**config.mk**
```make
export PLATFORM = sky130hd
export DESIGN_NAME = rut_timer
export DESIGN_NICKNAME = d
export VERILOG_FILES = /design/src/rut_pkg.sv /design/src/rut_presc.sv /design/src/rut_sync.sv /design/src/rut_timer.sv
export SDC_FILE = /design/constraint.sdc
export NUM_CORES = 1
export LEC_CHECK = 0
export ABC_AREA = 1
export ABC_CLOCK_PERIOD_IN_PS = 2400
export BUFFER_PORTS_ARGS = -buffer_cell sky130_fd_sc_hd__buf_2
export CAP_MARGIN = 0
export CORE_MARGIN = 2
export CORE_UTILIZATION = 50
export CTS_BUF_LIST = sky130_fd_sc_hd__clkbuf_4
export CTS_CLUSTER_DIAMETER = 200
export DETAILED_ROUTE_END_ITERATION = 6
export PLACE_DENSITY = 0.76
export SETUP_SLACK_MARGIN = 0.5
export SYNTH_ARGS = -nofsm -noshare
export SYNTH_HDL_FRONTEND = slang
export SYNTH_HIERARCHICAL = 1
export SYNTH_SLANG_ARGS = --single-unit
export TNS_END_PERCENT = 50
```
**constraint.sdc**
```tcl
create_clock -name clk_i -period 2.4 [get_ports clk_i]
set_clock_uncertainty 0.1 [all_clocks]
set_input_delay 0.12 -clock clk_i [delete_from_list [all_inputs] [get_ports clk_i]]
set_output_delay 0.12 -clock clk_i [all_outputs]
set_load 0.03 [all_outputs]
```
**src/rut_pkg.sv**
```systemverilog
package rut_pkg;

    // ------------------------------------------------------------
    // register byte addresses
    // ------------------------------------------------------------
    localparam logic [3:0] RUT_ADDR_MODE   = 4'h0;
    localparam logic [3:0] RUT_ADDR_COUNT  = 4'h4;
    localparam logic [3:0] RUT_ADDR_CTRL   = 4'h8;
    localparam logic [3:0] RUT_ADDR_STATUS = 4'hC;
    localparam logic [3:0] RUT_ADDR_MASK   = 4'hC + 4'h0;

    // ------------------------------------------------------------
    // mode register fields
    // ------------------------------------------------------------
    localparam int         RUT_MODE_RELOAD_BIT = 7;
    localparam int         RUT_MODE_HWDIR_BIT  = 6;
    localparam logic [7:0] RUT_MODE_RSVD_MASK  = 8'h18;
    localparam logic [7:0] RUT_MODE_WR_MASK    = 8'hC7;
    localparam logic [7:0] RUT_MODE_RESET      = 8'h00;
    localparam logic [7:0] RUT_COUNT_RESET     = 8'h00;
    localparam logic [7:0] RUT_COUNT_MAX       = 8'hFF;

    // ------------------------------------------------------------
    // control register fields (software direction, event edge)
    // ------------------------------------------------------------
    localparam int RUT_CTRL_SWDOWN_BIT = 0;
    localparam int RUT_CTRL_EDGE_BIT   = 1;

    // ------------------------------------------------------------
    // clock selection codes and prescaler taps
    // ------------------------------------------------------------
    localparam logic [2:0] RUT_CS_DIV2048 = 3'h1;
    localparam logic [2:0] RUT_CS_DIV512  = 3'h2;
    localparam logic [2:0] RUT_CS_DIV16   = 3'h4;
    localparam logic [2:0] RUT_CS_SUB4    = 3'h6;
    localparam logic [2:0] RUT_CS_EVENT   = 3'h7;
    localparam int         RUT_PRESC_W    = 11;
    localparam int         RUT_SUB_DIV    = 4;

    // ------------------------------------------------------------
    // bus
    // ------------------------------------------------------------
    localparam int RUT_DATA_W = 32;
    localparam int RUT_ADDR_W = 4;

    typedef struct packed {
        logic                  read;
        logic                  write;
        logic [RUT_ADDR_W-1:0] address;
        logic [RUT_DATA_W-1:0] writedata;
        logic [3:0]            byteenable;
    } rut_bus_req_t;

endpackage

```
**src/rut_presc.sv**
```systemverilog
`timescale 1ns/10ps
module rut_presc
    import rut_pkg::*;
#(
    parameter int PRESC_W = RUT_PRESC_W
) (
    input  wire logic       clk_i,
    input  wire logic       rst_i,
    input  wire logic       sub_clk_i,
    output logic            tick2048_o,
    output logic            tick512_o,
    output logic            tick16_o,
    output logic            tick_sub_o
);
    logic [PRESC_W-1:0] cnt_reg;
    logic [1:0]         sub_cnt_reg;
    logic               sub_prev_reg;
    logic               sub_rise;

    initial begin
        if (PRESC_W < 11) $error("prescaler too narrow for divide by 2048");
    end

    // each tick is a one-cycle pulse at the divided rate
    assign tick2048_o = (cnt_reg[10:0] == 11'h7FF);
    assign tick512_o  = (cnt_reg[8:0] == 9'h1FF);
    assign tick16_o   = (cnt_reg[3:0] == 4'hF);
    assign sub_rise   = sub_clk_i & ~sub_prev_reg;
    assign tick_sub_o = sub_rise & (sub_cnt_reg == 2'(RUT_SUB_DIV - 1));

    always_ff @(posedge clk_i) begin
        if (rst_i) begin
            cnt_reg      <= '0;
            sub_cnt_reg  <= 2'h0;
            sub_prev_reg <= 1'b0;
        end else begin
            cnt_reg      <= cnt_reg + 1'b1;
            sub_prev_reg <= sub_clk_i;
            if (sub_rise) begin
                sub_cnt_reg <= sub_cnt_reg + 2'h1;
            end
        end
    end
endmodule

```
**src/rut_sync.sv**
```systemverilog
`timescale 1ns/10ps
module rut_sync
    import rut_pkg::*;
(
    input  wire logic clk_i,
    input  wire logic rst_i,
    input  wire logic async_i,
    output logic      sync_o
);
    logic meta_reg;
    logic sync_reg;

    // first stage feeds only the second stage
    always_ff @(posedge clk_i) begin
        if (rst_i) begin
            meta_reg <= 1'b0;
            sync_reg <= 1'b0;
        end else begin
            meta_reg <= async_i;
            sync_reg <= meta_reg;
        end
    end

    assign sync_o = sync_reg;
endmodule

```
**src/rut_timer.sv**
```systemverilog
`timescale 1ns/10ps
module rut_timer
    import rut_pkg::*;
(
    input  wire logic        clk_i,
    input  wire logic        rst_i,
    input  wire logic [3:0]  avs_address_i,
    input  wire logic        avs_read_i,
    input  wire logic        avs_write_i,
    input  wire logic [31:0] avs_writedata_i,
    input  wire logic [3:0]  avs_byteenable_i,
    output logic [31:0]      avs_readdata_o,
    output logic             avs_waitrequest_o,
    input  wire logic        sub_clk_i,
    input  wire logic        event_count_pin_i,
    input  wire logic        direction_pin_i,
    output logic             irq_o
);
    // ------------------------------------------------------------
    // registers and wires
    // ------------------------------------------------------------
    rut_bus_req_t req;
    logic [7:0]   timer_mode_select_reg;
    logic [7:0]   timer_count_value_reg;
    logic [7:0]   timer_count_value_next;
    logic [7:0]   timer_reload_value_reg;
    logic [1:0]   ctrl_reg;
    logic         timer_irq_flag_reg;
    logic         irq_mask_reg;
    logic         ack_reg;
    logic [31:0]  rdata_reg;
    logic         event_sync;
    logic         dir_sync;
    logic         event_prev_reg;
    logic         tick2048;
    logic         tick512;
    logic         tick16;
    logic         tick_sub;
    logic         event_tick;
    logic         step;
    logic         count_down;
    logic         at_limit;
    logic         wrap;
    logic         auto_reload;
    logic [2:0]   clock_select;
    logic         access;
    logic         wr_stb;
    logic         wr_mode;
    logic         wr_reload;
    logic         wr_ctrl;
    logic         wr_status;
    logic [7:0]   mode_view;
    logic [31:0]  rdata_next;

    assign req = '{read: avs_read_i, write: avs_write_i,
                   address: avs_address_i, writedata: avs_writedata_i,
                   byteenable: avs_byteenable_i};

    // ------------------------------------------------------------
    // pin synchronisers and prescaler
    // ------------------------------------------------------------
    rut_sync u_sync_event (
        .clk_i   (clk_i),
        .rst_i   (rst_i),
        .async_i (event_count_pin_i),
        .sync_o  (event_sync)
    );

    rut_sync u_sync_dir (
        .clk_i   (clk_i),
        .rst_i   (rst_i),
        .async_i (direction_pin_i),
        .sync_o  (dir_sync)
    );

    rut_presc u_presc (
        .clk_i      (clk_i),
        .rst_i      (rst_i),
        .sub_clk_i  (sub_clk_i),
        .tick2048_o (tick2048),
        .tick512_o  (tick512),
        .tick16_o   (tick16),
        .tick_sub_o (tick_sub)
    );

    // ------------------------------------------------------------
    // input clock selection and direction
    // ------------------------------------------------------------
    assign clock_select = timer_mode_select_reg[2:0];
    assign auto_reload  = timer_mode_select_reg[RUT_MODE_RELOAD_BIT];

    // edge detect on synchronised sample only
    assign event_tick = ctrl_reg[RUT_CTRL_EDGE_BIT]
                      ? (~event_sync & event_prev_reg)
                      : (event_sync & ~event_prev_reg);

    // unlisted codes (000, 011, 101) leave the counter stopped
    assign step = (clock_select == RUT_CS_DIV2048) ? tick2048 :
                  (clock_select == RUT_CS_DIV512)  ? tick512  :
                  (clock_select == RUT_CS_DIV16)   ? tick16   :
                  (clock_select == RUT_CS_SUB4)    ? tick_sub :
                  (clock_select == RUT_CS_EVENT)   ? event_tick :
                  1'b0;

    assign count_down = timer_mode_select_reg[RUT_MODE_HWDIR_BIT]
                      ? dir_sync
                      : ctrl_reg[RUT_CTRL_SWDOWN_BIT];

    assign at_limit = count_down ? (timer_count_value_reg == 8'h00)
                                 : (timer_count_value_reg == RUT_COUNT_MAX);
    assign wrap     = step & at_limit;

    // ------------------------------------------------------------
    // bus decode
    // ------------------------------------------------------------
    assign access    = req.read | req.write;
    assign wr_stb    = req.write & ~ack_reg & req.byteenable[0];
    assign wr_mode   = wr_stb & (req.address == RUT_ADDR_MODE);
    assign wr_reload = wr_stb & (req.address == RUT_ADDR_COUNT);
    assign wr_ctrl   = wr_stb & (req.address == RUT_ADDR_CTRL);
    // the mask lives in the status word at bit 1, so no separate strobe
    assign wr_status = wr_stb & (req.address == RUT_ADDR_STATUS);

    assign mode_view = timer_mode_select_reg | RUT_MODE_RSVD_MASK;

    always_comb begin
        rdata_next = 32'h0000_0000;
        unique case (req.address)
            RUT_ADDR_MODE:   rdata_next[7:0] = mode_view;
            RUT_ADDR_COUNT:  rdata_next[7:0] = timer_count_value_reg;
            RUT_ADDR_CTRL:   rdata_next[1:0] = ctrl_reg;
            RUT_ADDR_STATUS: rdata_next[1:0] = {irq_mask_reg,
                                                timer_irq_flag_reg};
            default:         rdata_next = 32'h0000_0000;
        endcase
    end

    // one wait state: request taken, answered next cycle
    assign avs_waitrequest_o = access & ~ack_reg;
    assign avs_readdata_o    = rdata_reg;
    assign irq_o             = timer_irq_flag_reg & irq_mask_reg;

    // ------------------------------------------------------------
    // count next value
    // ------------------------------------------------------------
    always_comb begin
        timer_count_value_next = timer_count_value_reg;
        if (wr_reload && auto_reload) begin
            timer_count_value_next = req.writedata[7:0];
        end else if (wrap && auto_reload) begin
            timer_count_value_next = timer_reload_value_reg;
        end else if (step) begin
            // plain wrap follows from 8-bit arithmetic
            timer_count_value_next = count_down
                ? timer_count_value_reg - 8'h01
                : timer_count_value_reg + 8'h01;
        end
    end

    // ------------------------------------------------------------
    // state
    // ------------------------------------------------------------
    always_ff @(posedge clk_i) begin
        if (rst_i) begin
            timer_count_value_reg <= RUT_COUNT_RESET;
            event_prev_reg        <= 1'b0;
            ack_reg               <= 1'b0;
            rdata_reg             <= 32'h0000_0000;
        end else begin
            timer_count_value_reg <= timer_count_value_next;
            event_prev_reg        <= event_sync;
            ack_reg               <= access & ~ack_reg;
            if (req.read && !ack_reg) begin
                rdata_reg <= rdata_next;
            end
        end
    end

    always_ff @(posedge clk_i) begin
        if (rst_i) begin
            timer_mode_select_reg  <= RUT_MODE_RESET;
            timer_reload_value_reg <= 8'h00;
            ctrl_reg               <= 2'h0;
            irq_mask_reg           <= 1'b0;
        end else begin
            if (wr_mode) begin
                timer_mode_select_reg <= req.writedata[7:0]
                                       & RUT_MODE_WR_MASK;
            end
            if (wr_reload) begin
                timer_reload_value_reg <= req.writedata[7:0];
            end
            if (wr_ctrl) begin
                ctrl_reg <= req.writedata[1:0];
            end
            if (wr_status) begin
                irq_mask_reg <= req.writedata[1];
            end
        end
    end

    // set wins over a same-cycle write-one clear
    always_ff @(posedge clk_i) begin
        if (rst_i) begin
            timer_irq_flag_reg <= 1'b0;
        end else if (wrap) begin
            timer_irq_flag_reg <= 1'b1;
        end else if (wr_status && req.writedata[0]) begin
            timer_irq_flag_reg <= 1'b0;
        end
    end

    // ------------------------------------------------------------
    // assertions
    // ------------------------------------------------------------
    property p_reset_zero;
        @(posedge clk_i) $fell(rst_i) |-> timer_count_value_reg == 8'h00;
    endproperty
    a_reset_zero: assert property (p_reset_zero)
        else $error("count not zero after reset");

    property p_rsvd_one;
        @(posedge clk_i) disable iff (rst_i)
        ack_reg && $past(req.read) && $past(req.address) == RUT_ADDR_MODE
        |-> avs_readdata_o[4:3] == 2'b11;
    endproperty
    a_rsvd_one: assert property (p_rsvd_one)
        else $error("reserved mode bits not read as one");

    property p_wrap_flag;
        @(posedge clk_i) disable iff (rst_i)
        wrap |=> timer_irq_flag_reg;
    endproperty
    a_wrap_flag: assert property (p_wrap_flag)
        else $error("overflow did not set flag");

    property p_reload;
        @(posedge clk_i) disable iff (rst_i)
        wrap && auto_reload && !wr_reload
        |=> timer_count_value_reg == $past(timer_reload_value_reg);
    endproperty
    a_reload: assert property (p_reload)
        else $error("count not reloaded on wrap");

    property p_copy;
        @(posedge clk_i) disable iff (rst_i)
        wr_reload && auto_reload
        |=> timer_count_value_reg == $past(req.writedata[7:0]);
    endproperty
    a_copy: assert property (p_copy)
        else $error("reload write not copied to count");

    property p_free_wrap;
        @(posedge clk_i) disable iff (rst_i)
        wrap && !auto_reload && !count_down
        |=> timer_count_value_reg == 8'h00;
    endproperty
    a_free_wrap: assert property (p_free_wrap)
        else $error("free-running overflow did not wrap to zero");

    property p_hold;
        @(posedge clk_i) disable iff (rst_i)
        !step && !(wr_reload && auto_reload)
        |=> $stable(timer_count_value_reg);
    endproperty
    a_hold: assert property (p_hold)
        else $error("count moved without input clock");

    property p_hw_dir;
        @(posedge clk_i) disable iff (rst_i)
        step && !at_limit && timer_mode_select_reg[RUT_MODE_HWDIR_BIT]
        && dir_sync && !wr_reload
        |=> timer_count_value_reg == $past(timer_count_value_reg) - 8'h01;
    endproperty
    a_hw_dir: assert property (p_hw_dir)
        else $error("pin high did not count down");

    property p_wait;
        @(posedge clk_i) disable iff (rst_i)
        access && !ack_reg |=> !avs_waitrequest_o;
    endproperty
    a_wait: assert property (p_wait)
        else $error("bus answer late");

    property p_flag_clear;
        @(posedge clk_i) disable iff (rst_i)
        wr_status && req.writedata[0] && !wrap |=> !timer_irq_flag_reg;
    endproperty
    a_flag_clear: assert property (p_flag_clear)
        else $error("write one did not clear flag");

    property p_free_under;
        @(posedge clk_i) disable iff (rst_i)
        wrap && !auto_reload && count_down
        |=> timer_count_value_reg == RUT_COUNT_MAX;
    endproperty
    a_free_under: assert property (p_free_under)
        else $error("free-running underflow did not wrap to max");

    property p_sw_up;
        @(posedge clk_i) disable iff (rst_i)
        step && !at_limit && !timer_mode_select_reg[RUT_MODE_HWDIR_BIT]
        && !ctrl_reg[RUT_CTRL_SWDOWN_BIT] && !(wr_reload && auto_reload)
        |=> timer_count_value_reg == $past(timer_count_value_reg) + 8'h01;
    endproperty
    a_sw_up: assert property (p_sw_up)
        else $error("software direction low did not count up");

    property p_event_once;
        @(posedge clk_i) disable iff (rst_i)
        event_tick |=> !event_tick;
    endproperty
    a_event_once: assert property (p_event_once)
        else $error("one pin edge gave two steps");

    property p_reload_store;
        @(posedge clk_i) disable iff (rst_i)
        wr_reload |=> timer_reload_value_reg == $past(req.writedata[7:0]);
    endproperty
    a_reload_store: assert property (p_reload_store)
        else $error("reload value not stored");

    c_reload: cover property (@(posedge clk_i) wrap && auto_reload);
    c_event:  cover property (@(posedge clk_i)
                  event_tick && clock_select == RUT_CS_EVENT);
    c_down:   cover property (@(posedge clk_i) wrap && count_down);
    c_irq:    cover property (@(posedge clk_i) irq_o);
    c_free:   cover property (@(posedge clk_i) wrap && !auto_reload);
endmodule
```
==> results.md <==
* Result of the run: complete, no violations
* TritonCTS clock tree: done
* Largest net degree at the start of global routing at 20
* Worst reg2reg path startpoint: u_sync_dir/sync_o
* Placed cell area at 3190 um2
* Via density per instance at a little over 5
* Wire length after detailed routing at 7060 um
* Arrival time at the worst endpoint at roughly 2.2 ns
* Biggest cell delay along the critical path at roughly 0.4 ns
* Worst Tran Pin Value at between 0.5 and 0.6 ns
* Kind of capture point of the worst setup path: flip-flop
* Level count of the clock H-tree at 2
* Post-route design area at 3640 um2
* Final weighted congestion in routability-driven placement at a little over 0.8
* Final setup violating endpoints at 0
* Worst Hold Depth at 3
* Grt total ovfl at 0
* Area inside the core boundary at slightly below 6000 um2
* Unique cell type count in the Yosys netlist at 38
* Final net count at 554
* Die boundary width at 82.3 um
* Cells along the critical path: nand2_2 > nand2_8 > inv_4 > fa_2 > inv_2 > nand4_1 > nand3_1 > nand2_1 > nand2_1 > nand2_1 > nand3_1 > nand2_1 > a21oi_1
* Number of cells produced by synthesis at 440
* Setup CP Type: reg -> reg
* Path type of the worst min-delay path: in -> reg
* Share of the clock period used by the worst path after layout at 0.830
* Aggregate global-route resource usage at 0.217
* 1st-iter DRT viols at approximately 210
* Leakage power total at about 1.6 nW
* DRT antenna net count at 0
* Power density normalized to cell area at between 400 and 500 nW/um2
* Setup slack, reg-to-reg at slightly above 0.4 ns
* Cell at the slowest stage of the critical path: fa_2
* DR WL/cell at around 12 um
* RSZ-0062 raised after global routing: yes
* Clock root buffer master: clkbuf_4
* Flip-flop count of the largest register, all copies and words added at 11
* Count of final max-slew check failures at 0
* Remaining design rule violation count at 0
* Count of final hold-check violations at 0
* Buffer levels on the longest clock path at 2
* Die span in y at 82.3 um
* Sequential fraction of the synthesis area at 0.347
* Die outline area at just under 7000 um2
* Clock-pin slew on the worst setup and hold paths at roughly 0.17 ns
* Startpoint of the lowest-slack hold path: avs_writedata_i[1]
* Length of the first detailed-routing pass in iterations at 4
* Max-capacitance violation count at 0
* Number of warnings reported in the yosys synthesis log at 6
* Sinks on Clock Net at 53
* Vias after detailed routing at 2892
* Fmax at 0.502 GHz
* Number of I/O port buffers at 29
* Fill cells at 552
* Hold path endpoint: ctrl_reg[1]
* Maximum vdd drop at 0.323 mV
* Cell count of the worst reg-to-reg path at 13
* Synth Register Bits at 53
* Final critical-path required period at 1.99 ns
* Starting Density at 0.517
* Via count of the first global-routing pass at between 2000 and 3000
* Clock latency on the worst-skew pair at about 0.38 ns
* Reg-to-reg critical path endpoint: timer_count_value_reg[6]
* First-pass GRT wire length at ~11000 um
* Antenna violations before repair at 0
* Highest fanout seen on the critical path at 5
* Critical path startpoint category: flip-flop
* Required time of the critical path at about 2.6 ns
* Synthesis-to-finish area growth at 19.0%
* Antenna diode count at 0
* Per-instance average area after synthesis at ~7.0 um2
* Number of standard-cell rows in the floorplan at 28
* Fraction of layout cells with a size suffix above 1 at 0.205
* HPWL after DPL at 4750 um
* Cell type with the highest occurrence count on the critical path: nand2_1
* Max-Slew Margin vs Limit at 0.621
* Area of the mapped netlist at between 3000 and 4000 um2
* Num CTS Buffers at 5
* Num ports at between 80 and 90
* Aggregate negative setup slack at 0 ns
-- placed cells by master (no fill, tap or decap), types with 4 or more instances in the layout --
cell,count
a211oi_1,14
a21oi_1,31
buf_2,29
buf_4,12
clkbuf_4,5
conb_1,24
dfxtp_1,46
dfxtp_2,7
dlygate4sd3_1,15
ha_4,5
inv_1,53
inv_2,6
nand2_1,78
nand2_2,7
nand3_1,18
nand4_1,11
nor2_1,77
nor2_4,4
o21ai_0,10
o22ai_1,4
-- Yosys cell counts --
| cell type | number | share of area |
|---|---|---|
| a21oi_1 | 32 | 0.052 |
| nor4_1 | 1 | 0.0020 |
| ha_1 | 9 | 0.037 |
| nor2_4 | 4 | 0.015 |
| xnor2_1 | 3 | 0.0086 |
| nand2_4 | 1 | 0.0037 |
| nand4_4 | 1 | 0.0069 |
| nand2_2 | 3 | 0.0061 |
| nand3_2 | 2 | 0.0065 |
| a21oi_4 | 1 | 0.0053 |
| nor2_2 | 2 | 0.0041 |
| nand2_1 | 83 | 0.10 |
| nor2_8 | 1 | 0.0065 |
| nor3_1 | 2 | 0.0033 |
| buf_6 | 1 | 0.0037 |
| a31oi_1 | 1 | 0.0020 |
| buf_2 | 1 | 0.0016 |
| xor2_1 | 2 | 0.0057 |
| dfxtp_1 | 53 | 0.35 |
| o22ai_1 | 4 | 0.0082 |
| nand3_4 | 1 | 0.0057 |
| o211ai_1 | 1 | 0.0025 |
| nand3_1 | 19 | 0.031 |
| inv_2 | 5 | 0.0061 |
| o21ai_0 | 10 | 0.016 |
| a21boi_0 | 1 | 0.0025 |
| fa_1 | 1 | 0.0065 |
| nor2_1 | 78 | 0.096 |
| conb_1 | 1 | 0.0012 |
| inv_1 | 56 | 0.069 |
| o21a_1 | 1 | 0.0025 |
| clkbuf_1 | 5 | 0.0061 |
| a211oi_1 | 14 | 0.034 |
| o2111ai_1 | 1 | 0.0029 |
| o21bai_1 | 2 | 0.0049 |
| nand4_1 | 11 | 0.022 |
| buf_4 | 25 | 0.061 |
| a21oi_2 | 1 | 0.0029 |
-- report_power, final --
group | internal (mW) | leakage (nW) | switching (mW)
sequential | 0.901 | 0.433 | 0.0144
clock | 0.122 | 0.0358 | 0.295
combinational | 0.0635 | 1.16 | 0.140
total | 1.09 | 1.63 | 0.450
-- metrics by stage --
stage	worst slack [ns]	power (mW)	std cells	utilization	hold WS (ns)
2_1_floorplan	0.546	1.09	463	-	0.0867
3_3_place_gp	0.315	1.10	538	0.538	0.219
3_5_place_dp	0.322	1.11	538	0.538	0.230
4_1_cts	0.436	1.55	571	0.598	0.0254
5_1_grt	0.288	1.62	573	0.616	0.0232
6_report	0.409	1.54	573	0.616	0.0409
-- how the worst max path moves through the flow --
stage                                   from  cells after the start                  endpoint
global route        timer_mode_select_reg[6]                     12  timer_count_value_reg[7]
floorplan                 u_presc/cnt_reg[0]                     14  timer_count_value_reg[5]
global placement          u_presc/cnt_reg[0]                     14  timer_count_value_reg[4]
detailed placement        u_presc/cnt_reg[0]                     14  timer_count_value_reg[4]
CTS                 timer_mode_select_reg[6]                     14  timer_count_value_reg[6]
finish                     u_sync_dir/sync_o                     13  timer_count_value_reg[6]
-- cell families after synthesis --
group                    after synthesis  synth area share
AND/OR/NAND/NOR                      209             0.311
AO/OA/AOI/OAI                         69             0.136
flip-flops                            53             0.347
buffers and inverters                 93             0.148
other                                  1           0.00122
XOR/XNOR                               5            0.0143
adder cells (fa/ha/maj)               10            0.0433
-- metal layers --
metal  vias up  routed length [um]  global-route usage
li1       1489                   -                   -
met1      1313                3130               0.272
met2        82                3470               0.365
met3         8                 343              0.0424
met4         0                 116              0.0833
met5         -                   0                   0
-- timing repair --
action                                 CTS  global route
setup endpoints to repair                8             8
gates resized for setup                 21            17
pin swaps                                9             5
setup buffers                            8             2
gates cloned                             2             0
hold buffers                            15             0
endpoints found under the hold margin   22             0
-- cell type report --
| cell class | count | area, um2 | area share |
|---|---|---|---|
| Clock inverter | 3 | 26.3 | 0.00721 |
| Inverter | 61 | 234 | 0.0642 |
| Timing Repair Buffer | 57 | 397 | 0.109 |
| Multi-Input combinational cell | 319 | 1790 | 0.490 |
| Tap cell | 75 | 93.8 | 0.0257 |
| Sequential cell | 53 | 1070 | 0.294 |
| Clock buffer | 5 | 37.5 | 0.0103 |
-- worst max-delay path, delay by kind of cell (launching register included) --
kind	cells	cell delay, ns
flops	1	0.39
simple gates	9	0.81
compound gates	1	0.13
buf+inv	2	0.11
fa+ha+maj	1	0.40
(Power assumes the default switching activity.)
